===== src/dlh_regs.svh =====
// Register offsets, field positions, reset values and link constants
`ifndef DLH_REGS_SVH
`define DLH_REGS_SVH

// Word offsets on the register bus
`define DLH_CTRL_OFS 12'h000
`define DLH_STAT_OFS 12'h004

// Control register fields
`define DLH_SEL_BIT 0
`define DLH_FCS_EN_BIT 1
`define DLH_IDLE_BIT 2
`define DLH_ABORT_BIT 3
`define DLH_DUP_BIT 4
`define DLH_RXOFF_BIT 5
`define DLH_AOFF_BIT 6
`define DLH_CTRL_RST 8'h00
`define DLH_CTRL_WMASK 8'h7F

// Status register fields
`define DLH_ST_OK_BIT 0
`define DLH_ST_FCS_BIT 1
`define DLH_ST_DUP_BIT 2
`define DLH_ST_BUSY_BIT 3
`define DLH_ST_LEN_LSB 8

// Octets and checksum constants
`define DLH_FLAG 8'h7E
`define DLH_ONES 8'hFF
`define DLH_AUTO_ABORT 8'hFE
`define DLH_CRC_INIT 16'hFFFF
`define DLH_CRC_POLY 16'h8408
`define DLH_CRC_GOOD 16'hF0B8
`define DLH_STUFF_RUN 3'h5
`define DLH_OCT_BITS 4'h8

`endif


===== src/dlh_pkg.sv =====
// Types shared by the data-link control block
package dlh_pkg;
    typedef logic [7:0] dlh_octet_t;
    typedef enum logic [1:0] {
        dlh_tx_idle,
        dlh_tx_data,
        dlh_tx_fcs_lo,
        dlh_tx_fcs_hi
    } dlh_tx_state_e;
endpackage


===== src/dlh_control.sv =====
// Data-link controller pair control: register, framer tx, checked rx
//
// Behaviour
// - Select bit chooses bit- or message-oriented mode
// - Append bit adds checksum after message frames
// - Append bit ignored in bit-oriented mode
// - Fill bit sends only flags, overriding frames but not a checksum already under way
// - Flags sent in message mode whenever no frame waits
// - Fill bit ignored in bit-oriented mode
// - Forced abort sends seven or more ones
// - Abrupt switch to bit mode sends zero, seven ones
// - Auto abort disable suppresses that sequence
// - Receive checksum verified in message mode unless check disabled
// - Duplicate discard drops frames matching stored copy
//
// The APB slave port and the register addresses were left to the implementer.
`include "dlh_regs.svh"
`timescale 1ns/1ps
`default_nettype none

module dlh_control #(
    parameter int RX_DEPTH = 32
) (
    // Clock and reset
    input wire logic core_clk,
    input wire logic rst,
    // Register bus
    input wire logic psel,
    input wire logic penable,
    input wire logic pwrite,
    input wire logic [11:0] paddr,
    input wire logic [31:0] pwdata,
    output logic [31:0] prdata,
    output logic pready,
    output logic pslverr,
    // Outbound message octets
    input wire dlh_pkg::dlh_octet_t tx_data,
    input wire logic tx_last,
    input wire logic tx_valid,
    output logic tx_ready,
    input wire logic [5:0] bos_code,
    // Outbound serial data-link bit
    input wire logic tx_bit_en,
    output logic tx_bit,
    // Inbound frame octets from the deframer
    input wire dlh_pkg::dlh_octet_t rx_data,
    input wire logic rx_last,
    input wire logic rx_valid,
    // Inbound result and stored-frame read port
    output logic rx_frame_ok,
    output logic rx_fcs_error,
    output logic rx_dup_drop,
    input wire logic [$clog2(RX_DEPTH)-1:0] rx_rd_addr,
    output dlh_pkg::dlh_octet_t rx_rd_data
);
    import dlh_pkg::*;

    localparam int LW = $clog2(RX_DEPTH + 1);
    localparam int AW = $clog2(RX_DEPTH);

    initial begin
        if (RX_DEPTH < 2 || RX_DEPTH > 255) begin
            $error("RX_DEPTH must lie between 2 and 255");
        end
    end

    // Bytewise reflected checksum update
    function automatic logic [15:0] crc_step(input logic [15:0] c,
                                             input logic [7:0] d);
        logic [15:0] r;
        r = c;
        for (int i = 0; i < 8; i++) begin
            if (r[0] ^ d[i]) begin
                r = (r >> 1) ^ `DLH_CRC_POLY;
            end else begin
                r = r >> 1;
            end
        end
        return r;
    endfunction

    ////////////////////////////////////////////////////////////////////
    // Register bus slave
    logic [7:0] ctrl;
    logic st_ok, st_fcs, st_dup;
    logic [LW-1:0] slen;
    dlh_tx_state_e state;

    wire bus_setup = psel && !penable;
    wire bus_done = psel && penable;
    wire hit_ctrl = paddr == `DLH_CTRL_OFS;
    wire hit_stat = paddr == `DLH_STAT_OFS;
    wire ctrl_wr = bus_done && pwrite && hit_ctrl;
    wire [31:0] stat_word = (32'(slen) << `DLH_ST_LEN_LSB)
        | (32'(state != dlh_tx_idle) << `DLH_ST_BUSY_BIT)
        | (32'(st_dup) << `DLH_ST_DUP_BIT)
        | (32'(st_fcs) << `DLH_ST_FCS_BIT)
        | (32'(st_ok) << `DLH_ST_OK_BIT);
    wire [31:0] rd_word = hit_ctrl ? 32'(ctrl) :
        (hit_stat ? stat_word : 32'h0000_0000);
    assign pready = 1'b1;
    assign pslverr = bus_done && !hit_ctrl && !hit_stat;

    // Reserved bit seven is never stored, so it always reads zero
    always_ff @(posedge core_clk or posedge rst) begin
        if (rst) begin
            ctrl <= `DLH_CTRL_RST;
        end else if (ctrl_wr) begin
            ctrl <= pwdata[7:0] & `DLH_CTRL_WMASK;
        end
    end

    // Read data is latched in setup so it stands through the access
    always_ff @(posedge core_clk or posedge rst) begin
        if (rst) begin
            prdata <= 32'h0000_0000;
        end else if (bus_setup && !pwrite) begin
            prdata <= rd_word;
        end
    end

    // Effective controls; bit mode masks the message-only fields
    wire sel = ctrl[`DLH_SEL_BIT];
    wire fcs_on = sel && ctrl[`DLH_FCS_EN_BIT];
    wire fill_on = sel && ctrl[`DLH_IDLE_BIT];
    wire abort_on = ctrl[`DLH_ABORT_BIT];
    wire dup_on = ctrl[`DLH_DUP_BIT];
    wire rx_chk_on = sel && !ctrl[`DLH_RXOFF_BIT];
    wire aoff = ctrl[`DLH_AOFF_BIT];

    ////////////////////////////////////////////////////////////////////
    // Two-entry buffer on the outbound octet path
    logic [8:0] fb [2];
    logic fb_wp, fb_rp;
    logic [1:0] fb_cnt;
    logic pop;
    wire fb_valid = fb_cnt != 2'h0;
    wire push = tx_valid && tx_ready;
    wire [8:0] fb_head = fb[fb_rp];
    assign tx_ready = fb_cnt != 2'h2;

    always_ff @(posedge core_clk or posedge rst) begin
        if (rst) begin
            fb_wp <= 1'b0;
            fb_rp <= 1'b0;
            fb_cnt <= 2'h0;
        end else begin
            fb_wp <= fb_wp ^ push;
            fb_rp <= fb_rp ^ pop;
            fb_cnt <= fb_cnt + 2'(push) - 2'(pop);
        end
    end

    always_ff @(posedge core_clk) begin
        if (push) begin
            fb[fb_wp] <= {tx_last, tx_data};
        end
    end

    ////////////////////////////////////////////////////////////////////
    // Outbound octet selection and serialiser
    logic [7:0] sh, oct;
    logic [3:0] left;
    logic [2:0] ones;
    logic stf, oct_stf, pend, flush, phase, sel_q;
    logic [15:0] crc, next_crc;
    logic next_pend, next_flush, next_phase;
    dlh_tx_state_e next_state;

    wire empty = left == 4'h0;
    // A run of five stuffed ones is broken before any new octet
    wire stuff_now = ones == `DLH_STUFF_RUN;
    wire load = tx_bit_en && empty && !stuff_now;
    wire in_frame = state != dlh_tx_idle;
    wire mode_drop = sel_q && !sel && in_frame;
    wire [7:0] cur = empty ? oct : sh;
    wire cur_stf = empty ? oct_stf : stf;
    wire out_bit = stuff_now ? 1'b0 : cur[0];

    // Next octet and frame state; a mode switch outranks the strobe
    always_comb begin
        oct = `DLH_FLAG;
        oct_stf = 1'b0;
        pop = flush && fb_valid;
        next_state = state;
        next_crc = crc;
        next_pend = pend;
        next_flush = flush && !(fb_valid && fb_head[8]);
        next_phase = phase;
        if (mode_drop) begin
            next_state = dlh_tx_idle;
            next_pend = !aoff;
            next_flush = 1'b1;
        end else if (load && abort_on) begin
            oct = `DLH_ONES;
            next_state = dlh_tx_idle;
            next_flush = in_frame || flush;
        end else if (load && !sel) begin
            if (pend) begin
                oct = `DLH_AUTO_ABORT;
                next_pend = 1'b0;
            end else begin
                oct = phase ? {1'b0, bos_code, 1'b0} : `DLH_ONES;
                next_phase = !phase;
            end
        end else if (load) begin
            unique case (state)
                dlh_tx_idle: begin
                    next_pend = 1'b0;
                    if (!fill_on && !flush && fb_valid) begin
                        next_state = dlh_tx_data;
                        next_crc = `DLH_CRC_INIT;
                    end
                end
                dlh_tx_data: begin
                    if (fill_on) begin
                        next_state = dlh_tx_idle;
                        next_flush = 1'b1;
                    end else if (fb_valid) begin
                        oct = fb_head[7:0];
                        oct_stf = 1'b1;
                        pop = 1'b1;
                        next_crc = crc_step(crc, fb_head[7:0]);
                        if (fb_head[8]) begin
                            next_state = fcs_on ? dlh_tx_fcs_lo
                                : dlh_tx_idle;
                        end
                    end else begin
                        // Source ran dry mid-frame: abort it
                        oct = `DLH_ONES;
                        next_state = dlh_tx_idle;
                        next_flush = 1'b1;
                    end
                end
                dlh_tx_fcs_lo: begin
                    oct = ~crc[7:0];
                    oct_stf = 1'b1;
                    next_state = dlh_tx_fcs_hi;
                end
                dlh_tx_fcs_hi: begin
                    oct = ~crc[15:8];
                    oct_stf = 1'b1;
                    next_state = dlh_tx_idle;
                end
            endcase
        end
    end

    // Frame state registers
    always_ff @(posedge core_clk or posedge rst) begin
        if (rst) begin
            state <= dlh_tx_idle;
            crc <= `DLH_CRC_INIT;
            pend <= 1'b0;
            flush <= 1'b0;
            phase <= 1'b0;
            sel_q <= 1'b0;
        end else begin
            state <= next_state;
            crc <= next_crc;
            pend <= next_pend;
            flush <= next_flush;
            phase <= next_phase;
            sel_q <= sel;
        end
    end

    // Serialiser: one bit per strobe, stuffed zero holds the shifter
    always_ff @(posedge core_clk or posedge rst) begin
        if (rst) begin
            sh <= 8'h00;
            left <= 4'h0;
            stf <= 1'b0;
            ones <= 3'h0;
            tx_bit <= 1'b1;
        end else if (tx_bit_en) begin
            tx_bit <= out_bit;
            ones <= (!stuff_now && cur_stf && cur[0]) ? ones + 3'h1 : 3'h0;
            if (!stuff_now) begin
                sh <= cur >> 1;
                left <= (empty ? `DLH_OCT_BITS : left) - 4'h1;
                stf <= cur_stf;
            end
        end
    end

    ////////////////////////////////////////////////////////////////////
    // Inbound frame check and duplicate discard, two banks
    dlh_octet_t rmem [2*RX_DEPTH];
    logic bank, match, over, rsvalid;
    logic [LW-1:0] ridx;
    logic [15:0] rcrc;

    wire fits = ridx < LW'(RX_DEPTH);
    wire [AW-1:0] widx = ridx[AW-1:0];
    wire same = fits && ridx < slen
        && rmem[{bank, widx}] == rx_data;
    wire match_n = match && same;
    wire over_n = over || !fits;
    wire [15:0] rcrc_n = crc_step(rcrc, rx_data);
    wire [LW-1:0] rlen = ridx + LW'(1);
    wire fcs_bad = rx_chk_on && rcrc_n != `DLH_CRC_GOOD;
    wire is_dup = dup_on && rsvalid && match_n
        && rlen == slen;
    wire frame_end = rx_valid && rx_last;
    wire keep = !fcs_bad && !is_dup && !over_n;

    // Octets land in the idle bank; the active bank is the stored copy
    always_ff @(posedge core_clk) begin
        if (rx_valid && fits) begin
            rmem[{!bank, widx}] <= rx_data;
        end
        rx_rd_data <= rmem[{bank, rx_rd_addr}];
    end

    // Running frame state
    always_ff @(posedge core_clk or posedge rst) begin
        if (rst) begin
            ridx <= '0;
            match <= 1'b1;
            over <= 1'b0;
            rcrc <= `DLH_CRC_INIT;
        end else if (rx_valid) begin
            ridx <= rx_last ? '0 : rlen;
            match <= rx_last || match_n;
            over <= !rx_last && over_n;
            rcrc <= rx_last ? `DLH_CRC_INIT : rcrc_n;
        end
    end

    // Frame verdict; a kept frame becomes the stored copy
    always_ff @(posedge core_clk or posedge rst) begin
        if (rst) begin
            bank <= 1'b0;
            slen <= '0;
            rsvalid <= 1'b0;
            {rx_frame_ok, rx_fcs_error, rx_dup_drop} <= 3'h0;
            {st_ok, st_fcs, st_dup} <= 3'h0;
        end else begin
            rx_frame_ok <= frame_end && keep;
            rx_fcs_error <= frame_end && fcs_bad;
            rx_dup_drop <= frame_end && is_dup && !fcs_bad;
            if (frame_end) begin
                {st_ok, st_fcs, st_dup} <= {keep, fcs_bad, is_dup};
            end
            if (frame_end && keep) begin
                bank <= !bank;
                slen <= rlen;
                rsvalid <= 1'b1;
            end
        end
    end
endmodule

`default_nettype wire


===== config.mk =====
export PLATFORM = sky130hd
export DESIGN_NAME = dlh_control
export DESIGN_NICKNAME = d
export VERILOG_FILES = /design/src/dlh_pkg.sv /design/src/dlh_control.sv
export VERILOG_INCLUDE_DIRS = /design/src
export SDC_FILE = /design/constraint.sdc
export NUM_CORES = 1
export LEC_CHECK = 0
export BUFFER_PORTS_ARGS = -buffer_cell sky130_fd_sc_hd__buf_2
export CORE_ASPECT_RATIO = 0.9
export CORE_MARGIN = 10
export CORE_UTILIZATION = 40
export DETAILED_ROUTE_END_ITERATION = 10
export SKIP_CTS_REPAIR_TIMING = 1
export SYNTH_ARGS = -nofsm -noshare
export SYNTH_HDL_FRONTEND = slang
export SYNTH_SLANG_ARGS = --single-unit

===== constraint.sdc =====
create_clock -name core_clk -period 9.03 [get_ports core_clk]
set_input_delay 0 -clock core_clk [delete_from_list [all_inputs] [get_ports core_clk]]
set_output_delay 0 -clock core_clk [all_outputs]
set_load 0.05 [all_outputs]

==> impl_metrics.py <==
metrics = {
    "die": {
        "floorplan.initialDensity_pct": 40.54,
        "die_height_um": 281.8,
        "die_w_um": 310.8,
        "boundaryPins": 128,
        "core_region_area_mm2": 0.07512,
        "floorplan.die_area_mm2": 0.08758,
        "floorplan.rows": 95,
    },
    "layout": {
        "combined_area_of_the_multi_input_logic_cells_mm2": 0.01108,
        "drive_gt1_share_pct": 24.15,
        "sequential_cell_area_mm2": 0.01863,
        "syn2layout_area_growth_pct": 12.89,
        "filler_cell_count": 6507,
        "layout.nets": 2119,
    },
    "routing": {
        "final_routed_drc_violation_total": 0,
        "drt_wl_total_mm": 91.05,
        "first_pass_iters": 6,
        "routed-via-count": 19140,
        "detailroute.wirelength.met3_mm": 9.732,
        "m1WireLength_mm": 37.45,
        "via_per_inst": 6.178,
        "routed.top_layer": "met5",
        "met2RoutedLength_mm": 40.92,
        "detail_route.wl_per_cell_um": 29.39,
        "number_of_violations_reported_at_the_end_of_detailed_routing_iteration_0": 2215,
        "route.antenna.remaining_nets": 0,
    },
    "placement": {
        "worst_setup_slack_after_placement_ns": 3.756,
        "placement.io_buffers": 82,
        "detailed_place_hpwl_mm": 58.53,
        "last_weighted_congestion_value_of_the_routability_driven_placer": 0.8947,
    },
    "clock_network": {
        "cts-root-to-sink-buffers": 3,
        "clock_sink_count": 638,
        "clk_latency_ns": 0.63,
        "ctsRootBufferMaster": "sky130_fd_sc_hd__clkbuf_16",
        "numCtsBuffers": 69,
        "cts.htree.levels": 3,
        "cts.reportedPaths.clkPinSlew_ns": 0.06,
        "cts_tree": "yes",
    },
    "logic_synthesis": {
        "post_synth_and_or_nand_nor_area_fraction_pct": 5.337,
        "post_synth_inst_count": 1930,
        "syn-mean-instance-area_um2": 15.78,
        "number_of_enable_flip_flop_cells_after_synthesis": 530,
        "synthesis.area_mm2": 0.03045,
        "yosys_most_used_dff": "sky130_fd_sc_hd__edfxtp_1",
        "seq_area_frac_synth_pct": 61.15,
        "synth_mux_area_share_pct": 21.36,
        "synthArstFlopShare_pct": 15.67,
        "synthesis.yosys.warnings": 0,
        "synth-adder-area-share_pct": 0.5752,
        "post_synth_num_cell_types": 78,
        "synthesized_area_fraction_occupied_by_ao_oa_aoi_and_oai_cells_pct": 6.689,
        "ys_seq_elements": 638,
        "synth_xor_area_share_pct": 2.095,
        "main_combinational_cell_family_by_area_after_synthesis": "multiplexers",
    },
    "run_status": {
        "run_status": "finished, final reports clean",
    },
    "global_routing": {
        "groute.usage.overall_pct": 20.28,
        "grt_pass1_wl_mm": 132.2,
        "grt_overflow": 0,
        "antenna_found_initial": 4,
        "grt_pass1_vias": 18740,
        "grt_start_max_net_pins": 84,
    },
    "pwr": {
        "power.ir.vdd_worst_v": 0.0001446,
        "static-leakage-power_nw": 11.55,
        "pwr_density_cell_mw_per_mm2": 237.7,
    },
    "sta": {
        "slew-limit-headroom_pct": 15.92,
        "timing.final.hold_violations": 0,
        "holdWs_ns": 0.02418,
        "clock.fmax_ghz": 0.1906,
        "timing.final.crit_share_pct": 58.09,
        "layout_min_cycle_time_ns": 5.246,
        "timing.final.max_slew_violations": 0,
        "least_margin_pin_slew_ns": 1.257,
        "setup_tns_ns": 0,
        "grt_setup_unrepaired": "false",
        "worst_clock_skew_ns": 0.02880,
        "final_worst_setup_slack_ns": 3.784,
        "timing.final.setup_violations": 0,
    },
    "run": {
        "number_of_violations_of_the_max_capacitance_limit": 0,
    },
    "setup_path": {
        "worst_ep_required_time_ns": 9.54,
        "critical_path.cell_chain": "buf_4, nor2b_4, buf_4, a22oi_1, nand3_1, nand4_1, nor4_1, xnor2_1, nor4_2, a41oi_4, mux2_4",
        "worst_path_dominant_cell_family": "simple AND/OR/NAND/NOR gates",
        "biggest_fanout_along_the_worst_timing_path": 40,
        "critPathArrivalTime_ns": 5.76,
        "startpoint_type": "flop",
        "critical_path_class": "flop to flop",
        "timing.critical_path.slowest_cell_delay_ns": 0.74,
        "critPathMostFrequentCell": "sky130_fd_sc_hd__buf_4",
        "crit_slowest_cell": "sky130_fd_sc_hd__dfrtp_4",
        "timing.critical_path.buf_inv": 2,
        "end_kind": "flop",
    },
    "min_path": {
        "hp-class": "input port to async pin",
    },
}
## through the flow
stage                     cells  power (W)  instance area (µm²)  util [%]
final                      3098   0.008173                34380     45.76
after global routing       3098   0.008479                34380     45.76
after global placement     2932   0.005392                31790     42.31
after floorplan            1948   0.004867                30520         -
after CTS                  3058   0.008173                33990     45.24
after detailed placement   2932   0.005422                31790     42.31
## worst paths after layout
path | slack [ns] | endpoint | from | cells after the start
max in group asynchronous | 7.90 | fb_cnt[0] | rst | 4
setup reg to reg | 3.78 | slen[3] | ridx[1] | 11
min in group core_clk | 0.03 | prdata[6] | paddr[10] | 5
setup / recovery | 3.78 | slen[3] | ridx[1] | 11
hold reg to reg | 0.47 | rsvalid | rsvalid | 1
hold / removal | 0.02 | slen[0] | rst | 3
## report_power, final
group	internal [W]	switching (W)	total [W]	leakage (nW)
logic	0.000686	0.00113	0.00182	4.41
registers	0.00343	0.000147	0.00358	6.07
clock network	0.00158	0.00119	0.00277	1.07
total	0.00570	0.00247	0.00817	11.5
## cell families (layout without fill, tap and decap cells)
kind of cell	Yosys count	count (layout)
muxes	395	395
buffers and inverters	178	309
xor gates and xnor gates	72	72
AOI/OAI and AO/OA	287	287
other	2	21
adders and majority gates	14	14
and+or+nand+nor	344	344
DFF	638	638
## cell usage in the layout (no fill, tap or decap), drive strengths merged, types with 34 or more instances in the layout
master | netlist | routed
a22oi | 73 | 73
nor2 | 118 | 118
mux4 | 199 | 199
xnor2 | 50 | 50
mux2i | 162 | 162
dfstp | 34 | 34
mux2 | 34 | 34
o21ai | 50 | 50
buf | 89 | 116
dfrtp | 66 | 66
clkbuf | 62 | 91
a21oi | 50 | 50
edfxtp | 530 | 530
dlygate4sd3 | 0 | 39
nand2 | 78 | 78
nand3 | 53 | 53
## per-layer routing
layer  vias up  GRT usage, %
met2      1102         30.68
met1      9919         27.99
met4         2         6.631
met5         -             0
met3       205         5.731
li1       7911             -
## final cells by class
class	instances	area share (%)
Tap cell	1018	3.705
Inverter	27	0.3021
Clock buffer	90	5.427
Sequential cell	638	54.19
Clock inverter	36	0.9681
Timing Repair Buffer	156	3.174
Multi-Input combinational cell	1132	32.23
Antenna cell	1	0.007279
## sequential cells by signal, summed over array words and instances (netlist names), 4 cells and up
name / cells
rmem: 512
fb: 18
crc: 16
rcrc: 16
prdata: 13
rx_rd_data: 8
ctrl: 7
sh: 7
ridx: 6
slen: 6
left: 4
## synthesized netlist by cell type (all sizes together) (5+ instances only)
| master | count | area (µm²) |
|---|---|---|
| a221oi | 18 | 170.2 |
| buf | 89 | 509.2 |
| nor2b | 10 | 62.56 |
| mux2 | 34 | 401.6 |
| mux2i | 162 | 1622 |
| o22ai | 11 | 68.82 |
| nor4 | 12 | 81.33 |
| nor2 | 118 | 442.9 |
| edfxtp | 530 | 15920 |
| o21a | 6 | 45.04 |
| dfstp | 34 | 893.4 |
| nor3 | 14 | 70.07 |
| inv | 26 | 97.59 |
| xor2 | 22 | 200.2 |
| clkbuf | 62 | 232.7 |
| dfxtp | 8 | 160.2 |
| or3 | 6 | 42.54 |
| xnor2 | 50 | 437.9 |
| a22oi | 73 | 548.0 |
| a32oi | 6 | 52.55 |
| o2bb2ai | 7 | 61.31 |
| a22o | 14 | 122.6 |
| ha | 14 | 175.2 |
| nor3b | 5 | 37.54 |
| mux4 | 199 | 4482 |
| a211oi | 5 | 50.05 |
| o21ai | 50 | 250.2 |
| nand3 | 53 | 265.3 |
| o31ai | 7 | 52.55 |
| dfrtp | 66 | 1652 |
| a21o | 9 | 68.82 |
| and3 | 7 | 43.79 |
| nand4 | 18 | 112.6 |
| nand2 | 78 | 292.8 |
| a21oi | 50 | 250.2 |
| o211ai | 6 | 45.04 |
## tightest hold or removal path: cells and delay by family
| kind | cells | cell delay [ns] |
|---|---|---|
| buffers and inverters | 3 | 1.14 |
(Power assumes the default switching activity.)
